==> src/inc/decoder_regs.svh <==
// Field positions and fixed values for the instruction decoder.
// Assumes a 32-bit instruction word delivered by the fetch stage.
`ifndef DECODER_REGS_SVH
`define DECODER_REGS_SVH

`define SEL_A_MSB    31
`define SEL_A_LSB    27
`define SEL_B_MSB    26
`define SEL_B_LSB    22
`define SEL_C_MSB    21
`define SEL_C_LSB    17
`define EXT_MSB      16
`define EXT_LSB      6
`define XCODE_MSB    10
`define XCODE_LSB    5
`define XIMM_MSB     4
`define SIMM_MSB     21
`define SIMM_LSB     6
`define JTGT_MSB     31
`define JTGT_LSB     6
`define MAJ_MSB      5
`define MAJ_LSB      0
`define PC_SEG_LSB   28
`define LINK_SEL     5'h1f
`define DEC_RST      '0

`endif

==> src/inc/decoder_pkg.sv <==
// Types shared by the instruction decoder and its users.
// Assumes nothing beyond a SystemVerilog compiler.
package dec_pkg;

  typedef enum logic [1:0] {FMT_I = 2'h0, FMT_R = 2'h1, FMT_J = 2'h3} fmt_t;

  typedef enum logic [3:0] {
    C_NONE = 4'h0, C_JUMP = 4'h1, C_LOAD = 4'h2, C_STORE = 4'h3,
    C_BRANCH = 4'h4, C_CMP = 4'h5, C_ALU = 4'h6, C_SHIFT = 4'h7,
    C_CACHE = 4'h8, C_CTRL = 4'h9, C_SYS = 4'ha, C_CUSTOM = 4'hb
  } cls_t;

  typedef enum logic [2:0] {
    K_ALW = 3'h0, K_GE = 3'h1, K_LT = 3'h2, K_NE = 3'h3,
    K_EQ = 3'h4, K_GEU = 3'h5, K_LTU = 3'h6
  } cond_t;

  typedef enum logic [4:0] {
    A_NONE = 5'h00, A_ADD = 5'h01, A_SUB = 5'h02, A_AND = 5'h03,
    A_OR = 5'h04, A_XOR = 5'h05, A_NOR = 5'h06, A_MUL = 5'h07,
    A_MULH_SS = 5'h08, A_MULH_SU = 5'h09, A_MULH_UU = 5'h0a,
    A_DIV = 5'h0b, A_DIVU = 5'h0c, A_ROL = 5'h0d, A_ROR = 5'h0e,
    A_SLL = 5'h0f, A_SRL = 5'h10, A_SRA = 5'h11
  } alu_t;

  typedef enum logic [1:0] {S_B = 2'h0, S_H = 2'h1, S_W = 2'h2} size_t;

  typedef struct packed {
    cls_t  cls;
    cond_t cond;
    alu_t  alu;
    size_t size;
    logic  msgn;
    logic  io;
    logic  wr;
    logic  uimm;
    logic  hi;
    logic  ximm;
  } attr_t;

  typedef struct packed {
    logic        valid;
    fmt_t        fmt;
    attr_t       attr;
    logic [5:0]  major;
    logic [5:0]  xcode;
    logic [4:0]  src_a;
    logic [4:0]  src_b;
    logic        use_b;
    logic [4:0]  dest;
    logic        prev_src;
    logic        prev_dst;
    logic [31:0] imm;
    logic [31:0] target;
    logic        reserved;
  } dec_t;

  // Major codes; 0x3a carries no operation itself, the extension field decides
  localparam logic [5:0]
    M_CALL = 6'h00, M_JUMP = 6'h01, M_LD_UB = 6'h03, M_ADD_I = 6'h04, M_ST_B = 6'h05,
    M_BR_ALW = 6'h06, M_LD_SB = 6'h07, M_CMPI_GE = 6'h08, M_LD_UH = 6'h0b, M_AND_I = 6'h0c,
    M_ST_H = 6'h0d, M_BR_GE = 6'h0e, M_LD_SH = 6'h0f, M_CMPI_LT = 6'h10, M_DC_INIT_A = 6'h13,
    M_OR_I = 6'h14, M_ST_W = 6'h15, M_BR_LT = 6'h16, M_LD_W = 6'h17, M_CMPI_NE = 6'h18,
    M_DC_FLUSH_A = 6'h1b, M_XOR_I = 6'h1c, M_BR_NE = 6'h1e, M_CMPI_EQ = 6'h20,
    M_LD_UB_IO = 6'h23, M_MUL_I = 6'h24, M_ST_B_IO = 6'h25, M_BR_EQ = 6'h26,
    M_LD_SB_IO = 6'h27, M_CMPI_GEU = 6'h28, M_LD_UH_IO = 6'h2b, M_AND_HI = 6'h2c,
    M_ST_H_IO = 6'h2d, M_BR_GEU = 6'h2e, M_LD_SH_IO = 6'h2f, M_CMPI_LTU = 6'h30,
    M_CUSTOM = 6'h32, M_DC_INIT_L = 6'h33, M_OR_HI = 6'h34, M_ST_W_IO = 6'h35,
    M_BR_LTU = 6'h36, M_LD_W_IO = 6'h37, M_RD_PREV = 6'h38, M_RTYPE = 6'h3a,
    M_DC_FLUSH_L = 6'h3b, M_XOR_HI = 6'h3c;

  // Extension codes, taken from the top six bits of the extension field
  localparam logic [5:0]
    X_EXC_RET = 6'h01, X_ROL_I = 6'h02, X_ROL = 6'h03, X_PIPE_FLUSH = 6'h04, X_RET = 6'h05,
    X_NOR = 6'h06, X_MULH_UU = 6'h07, X_CMP_GE = 6'h08, X_BRK_RET = 6'h09, X_ROR = 6'h0b,
    X_IC_FLUSH = 6'h0c, X_JMP_REG = 6'h0d, X_AND = 6'h0e, X_CMP_LT = 6'h10, X_SLL_I = 6'h12,
    X_SLL = 6'h13, X_WR_PREV = 6'h14, X_OR = 6'h16, X_MULH_SU = 6'h17, X_CMP_NE = 6'h18,
    X_SRL_I = 6'h1a, X_SRL = 6'h1b, X_NEXT_PC = 6'h1c, X_CALL_REG = 6'h1d, X_XOR = 6'h1e,
    X_MULH_SS = 6'h1f, X_CMP_EQ = 6'h20, X_DIVU = 6'h24, X_DIV = 6'h25, X_CTL_RD = 6'h26,
    X_MUL = 6'h27, X_CMP_GEU = 6'h28, X_IC_INIT = 6'h29, X_TRAP = 6'h2d, X_CTL_WR = 6'h2e,
    X_CMP_LTU = 6'h30, X_ADD = 6'h31, X_BREAK = 6'h34, X_SYNC = 6'h36, X_SUB = 6'h39,
    X_SRA_I = 6'h3a, X_SRA = 6'h3b;

endpackage : dec_pkg

==> src/rtl/instr_decoder.sv <==
// Single-stage decoder for 32-bit soft-processor instruction words.
// Assumes fetch delivers word and PC together, qualified by a valid.
`include "decoder_regs.svh"

module instr_decoder (
  input  wire logic        sys_clk,
  input  wire logic        rst_n,
  input  wire logic        fetch_valid,
  input  wire logic [31:0] fetch_word,
  input  wire logic [31:0] fetch_pc,
  output dec_pkg::dec_t    dec_r
);

  // ************************************************************
  // Field extraction
  // ************************************************************
  logic [5:0]     major;
  logic [4:0]     sel_a;
  logic [4:0]     sel_b;
  logic [4:0]     sel_c;
  logic [10:0]    ext;
  logic [5:0]     xcode;
  logic [4:0]     ximm;
  logic [15:0]    simm;
  logic [25:0]    jfield;
  dec_pkg::attr_t ma;
  dec_pkg::attr_t xa;
  logic           m_rsvd;
  logic           x_rsvd;
  dec_pkg::dec_t  dec_nxt;

  assign major  = fetch_word[`MAJ_MSB:`MAJ_LSB];
  assign sel_a  = fetch_word[`SEL_A_MSB:`SEL_A_LSB];
  assign sel_b  = fetch_word[`SEL_B_MSB:`SEL_B_LSB];
  assign sel_c  = fetch_word[`SEL_C_MSB:`SEL_C_LSB];
  assign ext    = fetch_word[`EXT_MSB:`EXT_LSB];
  assign xcode  = ext[`XCODE_MSB:`XCODE_LSB];
  assign ximm   = ext[`XIMM_MSB:0];
  assign simm   = fetch_word[`SIMM_MSB:`SIMM_LSB];
  assign jfield = fetch_word[`JTGT_MSB:`JTGT_LSB];

  // ************************************************************
  // Attribute builders
  // ************************************************************
  function automatic dec_pkg::attr_t f_base(input dec_pkg::cls_t cls);
    dec_pkg::attr_t t;
    t = '0;
    t.cls = cls;
    return t;
  endfunction : f_base

  function automatic dec_pkg::attr_t f_ld(input dec_pkg::size_t sz,
                                          input logic sgn,
                                          input logic io);
    dec_pkg::attr_t t;
    t = f_base(dec_pkg::C_LOAD);
    t.size = sz;
    t.msgn = sgn;
    t.io   = io;
    t.wr   = 1'b1;
    return t;
  endfunction : f_ld

  function automatic dec_pkg::attr_t f_st(input dec_pkg::size_t sz,
                                          input logic io);
    dec_pkg::attr_t t;
    t = f_base(dec_pkg::C_STORE);
    t.size = sz;
    t.io   = io;
    return t;
  endfunction : f_st

  function automatic dec_pkg::attr_t f_br(input dec_pkg::cond_t k);
    dec_pkg::attr_t t;
    t = f_base(dec_pkg::C_BRANCH);
    t.cond = k;
    return t;
  endfunction : f_br

  function automatic dec_pkg::attr_t f_cmp(input dec_pkg::cond_t k,
                                           input logic u);
    dec_pkg::attr_t t;
    t = f_base(dec_pkg::C_CMP);
    t.cond = k;
    t.uimm = u;
    t.wr   = 1'b1;
    return t;
  endfunction : f_cmp

  function automatic dec_pkg::attr_t f_alu(input dec_pkg::alu_t a,
                                           input logic u,
                                           input logic hi);
    dec_pkg::attr_t t;
    t = f_base(dec_pkg::C_ALU);
    t.alu  = a;
    t.uimm = u;
    t.hi   = hi;
    t.wr   = 1'b1;
    return t;
  endfunction : f_alu

  function automatic dec_pkg::attr_t f_sh(input dec_pkg::alu_t a,
                                          input logic im);
    dec_pkg::attr_t t;
    t = f_base(dec_pkg::C_SHIFT);
    t.alu  = a;
    t.ximm = im;
    t.wr   = 1'b1;
    return t;
  endfunction : f_sh

  function automatic dec_pkg::attr_t f_wr(input dec_pkg::cls_t cls);
    dec_pkg::attr_t t;
    t = f_base(cls);
    t.wr = 1'b1;
    return t;
  endfunction : f_wr

  // ************************************************************
  // Major code decode
  // ************************************************************
  always_comb begin : major_dec
    ma     = f_base(dec_pkg::C_NONE);
    m_rsvd = 1'b0;
    case (major)
      dec_pkg::M_CALL:     ma = f_wr(dec_pkg::C_JUMP);
      dec_pkg::M_JUMP:     ma = f_base(dec_pkg::C_JUMP);
      dec_pkg::M_LD_UB:    ma = f_ld(dec_pkg::S_B, 1'b0, 1'b0);
      dec_pkg::M_LD_SB:    ma = f_ld(dec_pkg::S_B, 1'b1, 1'b0);
      dec_pkg::M_LD_UH:    ma = f_ld(dec_pkg::S_H, 1'b0, 1'b0);
      dec_pkg::M_LD_SH:    ma = f_ld(dec_pkg::S_H, 1'b1, 1'b0);
      dec_pkg::M_LD_W:     ma = f_ld(dec_pkg::S_W, 1'b1, 1'b0);
      dec_pkg::M_LD_UB_IO: ma = f_ld(dec_pkg::S_B, 1'b0, 1'b1);
      dec_pkg::M_LD_SB_IO: ma = f_ld(dec_pkg::S_B, 1'b1, 1'b1);
      dec_pkg::M_LD_UH_IO: ma = f_ld(dec_pkg::S_H, 1'b0, 1'b1);
      dec_pkg::M_LD_SH_IO: ma = f_ld(dec_pkg::S_H, 1'b1, 1'b1);
      dec_pkg::M_LD_W_IO:  ma = f_ld(dec_pkg::S_W, 1'b1, 1'b1);
      dec_pkg::M_ST_B:     ma = f_st(dec_pkg::S_B, 1'b0);
      dec_pkg::M_ST_H:     ma = f_st(dec_pkg::S_H, 1'b0);
      dec_pkg::M_ST_W:     ma = f_st(dec_pkg::S_W, 1'b0);
      dec_pkg::M_ST_B_IO:  ma = f_st(dec_pkg::S_B, 1'b1);
      dec_pkg::M_ST_H_IO:  ma = f_st(dec_pkg::S_H, 1'b1);
      dec_pkg::M_ST_W_IO:  ma = f_st(dec_pkg::S_W, 1'b1);
      dec_pkg::M_BR_ALW:   ma = f_br(dec_pkg::K_ALW);
      dec_pkg::M_BR_LT:    ma = f_br(dec_pkg::K_LT);
      dec_pkg::M_BR_EQ:    ma = f_br(dec_pkg::K_EQ);
      dec_pkg::M_BR_LTU:   ma = f_br(dec_pkg::K_LTU);
      dec_pkg::M_BR_GE:    ma = f_br(dec_pkg::K_GE);
      dec_pkg::M_BR_NE:    ma = f_br(dec_pkg::K_NE);
      dec_pkg::M_BR_GEU:   ma = f_br(dec_pkg::K_GEU);
      dec_pkg::M_CMPI_GE:  ma = f_cmp(dec_pkg::K_GE, 1'b0);
      dec_pkg::M_CMPI_LT:  ma = f_cmp(dec_pkg::K_LT, 1'b0);
      dec_pkg::M_CMPI_NE:  ma = f_cmp(dec_pkg::K_NE, 1'b0);
      dec_pkg::M_CMPI_EQ:  ma = f_cmp(dec_pkg::K_EQ, 1'b0);
      dec_pkg::M_CMPI_GEU: ma = f_cmp(dec_pkg::K_GEU, 1'b1);
      dec_pkg::M_CMPI_LTU: ma = f_cmp(dec_pkg::K_LTU, 1'b1);
      dec_pkg::M_ADD_I:    ma = f_alu(dec_pkg::A_ADD, 1'b0, 1'b0);
      dec_pkg::M_MUL_I:    ma = f_alu(dec_pkg::A_MUL, 1'b0, 1'b0);
      dec_pkg::M_AND_I:    ma = f_alu(dec_pkg::A_AND, 1'b1, 1'b0);
      dec_pkg::M_OR_I:     ma = f_alu(dec_pkg::A_OR, 1'b1, 1'b0);
      dec_pkg::M_XOR_I:    ma = f_alu(dec_pkg::A_XOR, 1'b1, 1'b0);
      dec_pkg::M_AND_HI:   ma = f_alu(dec_pkg::A_AND, 1'b1, 1'b1);
      dec_pkg::M_OR_HI:    ma = f_alu(dec_pkg::A_OR, 1'b1, 1'b1);
      dec_pkg::M_XOR_HI:   ma = f_alu(dec_pkg::A_XOR, 1'b1, 1'b1);
      dec_pkg::M_DC_INIT_A,
      dec_pkg::M_DC_INIT_L,
      dec_pkg::M_DC_FLUSH_A,
      dec_pkg::M_DC_FLUSH_L: ma = f_base(dec_pkg::C_CACHE);
      dec_pkg::M_CUSTOM:   ma = f_wr(dec_pkg::C_CUSTOM);
      dec_pkg::M_RD_PREV:  ma = f_alu(dec_pkg::A_ADD, 1'b0, 1'b0);
      dec_pkg::M_RTYPE:    ma = f_base(dec_pkg::C_NONE);
      default:             m_rsvd = 1'b1;
    endcase
  end

  // ************************************************************
  // Extension code decode
  // ************************************************************
  always_comb begin : ext_dec
    xa     = f_base(dec_pkg::C_NONE);
    x_rsvd = 1'b0;
    case (xcode)
      dec_pkg::X_CMP_GE:   xa = f_cmp(dec_pkg::K_GE, 1'b0);
      dec_pkg::X_CMP_LT:   xa = f_cmp(dec_pkg::K_LT, 1'b0);
      dec_pkg::X_CMP_NE:   xa = f_cmp(dec_pkg::K_NE, 1'b0);
      dec_pkg::X_CMP_EQ:   xa = f_cmp(dec_pkg::K_EQ, 1'b0);
      dec_pkg::X_CMP_GEU:  xa = f_cmp(dec_pkg::K_GEU, 1'b0);
      dec_pkg::X_CMP_LTU:  xa = f_cmp(dec_pkg::K_LTU, 1'b0);
      dec_pkg::X_ROL_I:    xa = f_sh(dec_pkg::A_ROL, 1'b1);
      dec_pkg::X_ROL:      xa = f_sh(dec_pkg::A_ROL, 1'b0);
      dec_pkg::X_ROR:      xa = f_sh(dec_pkg::A_ROR, 1'b0);
      dec_pkg::X_SLL_I:    xa = f_sh(dec_pkg::A_SLL, 1'b1);
      dec_pkg::X_SLL:      xa = f_sh(dec_pkg::A_SLL, 1'b0);
      dec_pkg::X_SRL_I:    xa = f_sh(dec_pkg::A_SRL, 1'b1);
      dec_pkg::X_SRL:      xa = f_sh(dec_pkg::A_SRL, 1'b0);
      dec_pkg::X_SRA_I:    xa = f_sh(dec_pkg::A_SRA, 1'b1);
      dec_pkg::X_SRA:      xa = f_sh(dec_pkg::A_SRA, 1'b0);
      dec_pkg::X_ADD:      xa = f_alu(dec_pkg::A_ADD, 1'b0, 1'b0);
      dec_pkg::X_SUB:      xa = f_alu(dec_pkg::A_SUB, 1'b0, 1'b0);
      dec_pkg::X_AND:      xa = f_alu(dec_pkg::A_AND, 1'b0, 1'b0);
      dec_pkg::X_OR:       xa = f_alu(dec_pkg::A_OR, 1'b0, 1'b0);
      dec_pkg::X_XOR:      xa = f_alu(dec_pkg::A_XOR, 1'b0, 1'b0);
      dec_pkg::X_NOR:      xa = f_alu(dec_pkg::A_NOR, 1'b0, 1'b0);
      dec_pkg::X_MUL:      xa = f_alu(dec_pkg::A_MUL, 1'b0, 1'b0);
      dec_pkg::X_MULH_UU:  xa = f_alu(dec_pkg::A_MULH_UU, 1'b0, 1'b0);
      dec_pkg::X_MULH_SU:  xa = f_alu(dec_pkg::A_MULH_SU, 1'b0, 1'b0);
      dec_pkg::X_MULH_SS:  xa = f_alu(dec_pkg::A_MULH_SS, 1'b0, 1'b0);
      dec_pkg::X_DIV:      xa = f_alu(dec_pkg::A_DIV, 1'b0, 1'b0);
      dec_pkg::X_DIVU:     xa = f_alu(dec_pkg::A_DIVU, 1'b0, 1'b0);
      dec_pkg::X_JMP_REG,
      dec_pkg::X_RET,
      dec_pkg::X_EXC_RET,
      dec_pkg::X_BRK_RET:  xa = f_base(dec_pkg::C_CTRL);
      dec_pkg::X_CALL_REG: xa = f_wr(dec_pkg::C_CTRL);
      dec_pkg::X_NEXT_PC:  xa = f_wr(dec_pkg::C_CTRL);
      dec_pkg::X_TRAP,
      dec_pkg::X_BREAK: begin
        xa      = f_base(dec_pkg::C_CTRL);
        xa.ximm = 1'b1;
      end
      dec_pkg::X_CTL_RD:   xa = f_wr(dec_pkg::C_SYS);
      dec_pkg::X_WR_PREV:  xa = f_wr(dec_pkg::C_SYS);
      dec_pkg::X_CTL_WR,
      dec_pkg::X_PIPE_FLUSH,
      dec_pkg::X_SYNC:     xa = f_base(dec_pkg::C_SYS);
      dec_pkg::X_IC_FLUSH,
      dec_pkg::X_IC_INIT:  xa = f_base(dec_pkg::C_SYS);
      default:             x_rsvd = 1'b1;
    endcase
    // Unused small-immediate bits must be zero, else treat as reserved
    if (!xa.ximm && (ximm != 5'h00)) begin
      x_rsvd = 1'b1;
    end
  end

  // ************************************************************
  // Operand and immediate assembly
  // ************************************************************
  always_comb begin : assemble
    dec_nxt       = `DEC_RST;
    dec_nxt.valid = fetch_valid;
    dec_nxt.major = major;
    dec_nxt.xcode = xcode;
    if (major == dec_pkg::M_RTYPE) begin
      dec_nxt.fmt      = dec_pkg::FMT_R;
      dec_nxt.attr     = xa;
      dec_nxt.src_a    = sel_a;
      dec_nxt.src_b    = sel_b;
      dec_nxt.use_b    = 1'b1;
      dec_nxt.dest     = sel_c;
      dec_nxt.prev_dst = (xcode == dec_pkg::X_WR_PREV);
      dec_nxt.imm      = {27'h0, ximm};
      dec_nxt.reserved = x_rsvd;
      if (xcode == dec_pkg::X_CALL_REG) begin
        dec_nxt.dest = `LINK_SEL;
      end
    end else if (major == dec_pkg::M_CALL || major == dec_pkg::M_JUMP) begin
      dec_nxt.fmt    = dec_pkg::FMT_J;
      dec_nxt.attr   = ma;
      dec_nxt.dest   = `LINK_SEL;
      dec_nxt.imm    = {6'h00, jfield};
      // Top PC bits kept, so reach is one aligned 256-MB segment
      dec_nxt.target = {fetch_pc[31:`PC_SEG_LSB], jfield, 2'b00};
    end else if (major == dec_pkg::M_CUSTOM) begin
      // Custom op carries register fields and passes extension through
      dec_nxt.fmt   = dec_pkg::FMT_R;
      dec_nxt.attr  = ma;
      dec_nxt.src_a = sel_a;
      dec_nxt.src_b = sel_b;
      dec_nxt.use_b = 1'b1;
      dec_nxt.dest  = sel_c;
      dec_nxt.imm   = {21'h0, ext};
    end else begin
      dec_nxt.fmt      = dec_pkg::FMT_I;
      dec_nxt.attr     = ma;
      dec_nxt.src_a    = sel_a;
      dec_nxt.src_b    = sel_b;
      dec_nxt.dest     = sel_b;
      dec_nxt.prev_src = (major == dec_pkg::M_RD_PREV);
      dec_nxt.reserved = m_rsvd;
      // Stores and branches read the second selector instead of writing it
      dec_nxt.use_b = (ma.cls == dec_pkg::C_STORE) ||
                      (ma.cls == dec_pkg::C_BRANCH);
      if (ma.hi) begin
        dec_nxt.imm = {simm, 16'h0000};
      end else if (ma.uimm) begin
        dec_nxt.imm = {16'h0000, simm};
      end else begin
        dec_nxt.imm = {{16{simm[15]}}, simm};
      end
    end
    // A reserved word must never retire a register write
    if (dec_nxt.reserved) begin
      dec_nxt.attr.wr = 1'b0;
    end
  end

  // ************************************************************
  // Output register
  // ************************************************************
  always_ff @(posedge sys_clk or negedge rst_n) begin
    if (!rst_n) begin
      dec_r <= `DEC_RST;
    end else begin
      dec_r <= dec_nxt;
    end
  end

endmodule : instr_decoder

==> config.mk <==
export PLATFORM = sky130hd
export DESIGN_NAME = instr_decoder
export DESIGN_NICKNAME = d
export VERILOG_FILES = /design/src/inc/decoder_pkg.sv /design/src/rtl/instr_decoder.sv
export VERILOG_INCLUDE_DIRS = /design/src /design/src/inc
export SDC_FILE = /design/constraint.sdc
export NUM_CORES = 1
export LEC_CHECK = 0
export ABC_AREA = 1
export BUFFER_PORTS_ARGS = -buffer_cell sky130_fd_sc_hd__buf_2
export CAP_MARGIN = 20
export CORE_UTILIZATION = 44
export DETAILED_ROUTE_END_ITERATION = 10
export PLACE_DENSITY_LB_ADDON = 0.2
export SETUP_SLACK_MARGIN = 0.4
export SLEW_MARGIN = 20
export SYNTH_ARGS = -nofsm -noshare
export SYNTH_HDL_FRONTEND = slang
export SYNTH_SLANG_ARGS = --single-unit
==> constraint.sdc <==
create_clock -name sys_clk -period 0.8 [get_ports sys_clk]
set_clock_uncertainty 0.15 [all_clocks]
set_input_delay 0.12 -clock sys_clk [delete_from_list [all_inputs] [get_ports sys_clk]]
set_output_delay 0.12 -clock sys_clk [all_outputs]
set_load 0.005 [all_outputs]
==> run_results.csv <==
group,metric,value,unit
synth,yosys-top-cells-count,"dfrtp_1, nor2_1, nand2_1",
sta,tns,-87.30,ns
clocking,cts.path.max_buffers,2,
grt,grt_max_degree,34,
finish,drive_gt1_share,70.2,%
detailed_routing,antenna_left,0,
sta,slew_viol_final,0,
synth,synth_cell_types,40,
synth,synth_seq_cells,116,
detailed_routing,wl_per_cell,28.0,um
critical_path,crit_slowest_cell,"o211ai_1",
power,power_frac_seq,37.2,%
critical_path,slowest_delay,0.35,ns
sta,final.period_utilization,194,%
synth,netlist_instances,535,
critical_path,crit_family,"buffers and inverters",
critical_path,path_max_fanout,5,
finish,top_regs,"dec_r (116)",
clocking,htreeDepth,4,
critical_path,startpoint_type,"input port",
detailed_routing,routed_via_density,6.23,
sta,worst_slew_pin_slew,0.627,ns
power,switching_share,30.6,%
finish,nNetsFinal,971,
clocking,clkTransAtPathRegs,0.06,ns
synth,yosysWarnings,0,
clocking,cts.sinks,116,
synth,synth.cell_area,4920,um^2
finish,areaGrowthSynthToFinish,104,%
die,rows,38,
detailed_routing,drc,0,
clocking,cts_buffers,17,
finish,seqCellArea,2900,um^2
synth,synthArstFlopShare,100,%
hold_path,hold_class,"input port to asynchronous set/reset pin",
finish,top_register,"dec_r",
die,die_area,11600,um^2
detailed_routing,first_pass_iters,6,
synth,synth-edff-count,0,
synth,synth_most_common_cell,"dfrtp_1",
sta,fin_crit,1.55,ns
critical_path,critical_path_arrival,1.78,ns
finish,largest_reg_flops,116,
power,p_int,11.8,mW
power,p_leak,5.11,nW
clocking,cts_tree,"built",
run,max-cap-violations,0,
die,start_util,45.3,%
critical_path,critPathRequiredTime,1.03,ns
grt,grt_use_total,39.6,%
critical_path,worstSetupEndpointType,"register",
grt,grt-ovfl-total,0,
critical_path,worst-path-buf-inv,7,
die,die_height,108,um
sta,max_slew_margin,58.0,%
finish,multi_input_area,2900,um^2
grt,grt_pass1_wl,33.5,mm
power,power_switching,5.18,mW
synth,synth_largest_area_cell,"dfrtp_1",
sta,finalHoldViolations,214,
synth,avgSynthCellArea,9.19,um^2
synth,yosysTopAreaCellShare,59.0,%
power,pwr-share-clk,43.2,%
grt,antenna_found_initial,3,
grt,grt_pass1_vias,6031,
die,ios,185,
detailed_routing,totalWireLength,29.6,mm
critical_path,critical_path_class,"input port to register",
die,die_x,108,um
synth,ys_seq_area_share,59.0,%
status,status,"finished, violations left",
clocking,cts-root-buf,"clkbuf_8",
die,core-area,10800,um^2
power,power_density,1690,nW/um^2
power,pwr-share-comb,19.7,%
synth,synth_ff_type,"dfrtp_1",
status,violations,"negative hold slack, negative setup slack",
placed_design,hpwlAfterDp,12.1,mm
sta,layout_setup_ws,-0.751,ns
power,peakVddDrop,1480,uV
synth,synth_area_leaders,"dfrtp_1, nor2_1, nand2_1",
placed_design,io_buffers,154,
critical_path,path_cells,"buf_12 > clkinv_8 > nand2_8 > nor2_4 > inv_2 > nor2_4 > clkinv_4 > buf_6 > buf_8 > nand2_8 > buf_16 > nand2_1 > o211ai_1",
detailed_routing,first_iter_violations,802,
finish,fillCellCount,335,
placed_design,place_congestion,0.970,
sta,rsz0062_at_grt,"yes",
detailed_routing,vias,6589,
sta,worst_hold_slack,-0.712,ns
sta,clock.fmax,645,MHz
sta,setup_viol_count_final,212,
[power by group through the flow]
stage / combinational [mW] / sequential, mW / clock, mW
2_1_floorplan: 0.749 / 6.38 / 0
3_3_place_gp: 1.96 / 6.34 / 0
3_5_place_dp: 1.98 / 6.35 / 0
4_1_cts: 2.71 / 6.25 / 7.04
5_1_grt: 3.45 / 6.30 / 7.55
6_report: 3.33 / 6.29 / 7.31
[cells in the final DEF, fill, tap and decap left out, types with 10 or more instances in the layout]
cell	netlist	layout
buf_12	0	24
buf_16	0	11
buf_2	4	141
buf_4	4	134
buf_6	2	45
buf_8	0	10
clkbuf_16	0	16
dfrtp_1	116	116
inv_1	62	36
inv_2	11	25
nand2_1	87	39
nand2_2	4	24
nand2_4	1	22
nand3_1	45	22
nand3_2	3	19
nor2_1	89	21
nor2_2	6	22
nor2_4	6	58
nor3_2	0	12
[stage by stage]
step                instances  utilization [%]  setup WS (ns)  power [mW]  cell area [um^2]
floorplan                 536                -         -0.696        7.13              5150
global placement          952             64.9         -0.980        8.30              7030
detailed placement        952             64.9         -0.970        8.33              7030
CTS                      1034             86.4         -0.534        16.0              9370
global route             1057             92.4         -0.794        17.3             10000
finish                   1058             92.4         -0.751        16.9             10000
[cell families after synthesis]
family,Yosys count,synth area share [%]
and+or+nand+nor,279,26.4
other,1,0.0763
buffers and inverters,90,7.69
AOI/OAI and AO/OA,49,6.80
DFF,116,59.0
[routing by layer]
| layer | track usage [%] | part of all wire [%] | routed length (um) |
|---|---|---|---|
| met5 | 0 | 0 | 0 |
| met3 | 8.54 | 13 | 3790 |
| met1 | 47.4 | 33 | 9760 |
| met4 | 25.0 | 9.2 | 2720 |
| met2 | 64.8 | 45 | 13300 |
[cell type report]
class                      instances  share of cell area [%]
sequential                       116                    29.0
multi-input combinational        330                    28.9
clock buffer                      18                    4.17
tap                              140                    1.75
inverter                          74                    3.41
antenna                            1                  0.0250
timing repair buffer             365                    31.5
clock inverter                    14                    1.30
[final timing paths]
kind	from	end	depth (start not counted)
worst max-delay path	fetch_word[2]	dec_r[71]	13
worst min-delay path	rst_n	dec_r[82]	1
max in group asynchronous	rst_n	dec_r[111]	2
min in group sys_clk	fetch_valid	dec_r[117]	1
[what timing repair did]
action / 4_1_cts / 5_1_grt
hold endpoints to repair: 221 / 216
pin swaps: 71 / 45
buffers inserted: 39 / 23
endpoints found under the setup margin: 219 / 218
gates resized for setup: 302 / 120
gates cloned: 11 / 0
Note: power is estimated with default switching activity, not from simulation.
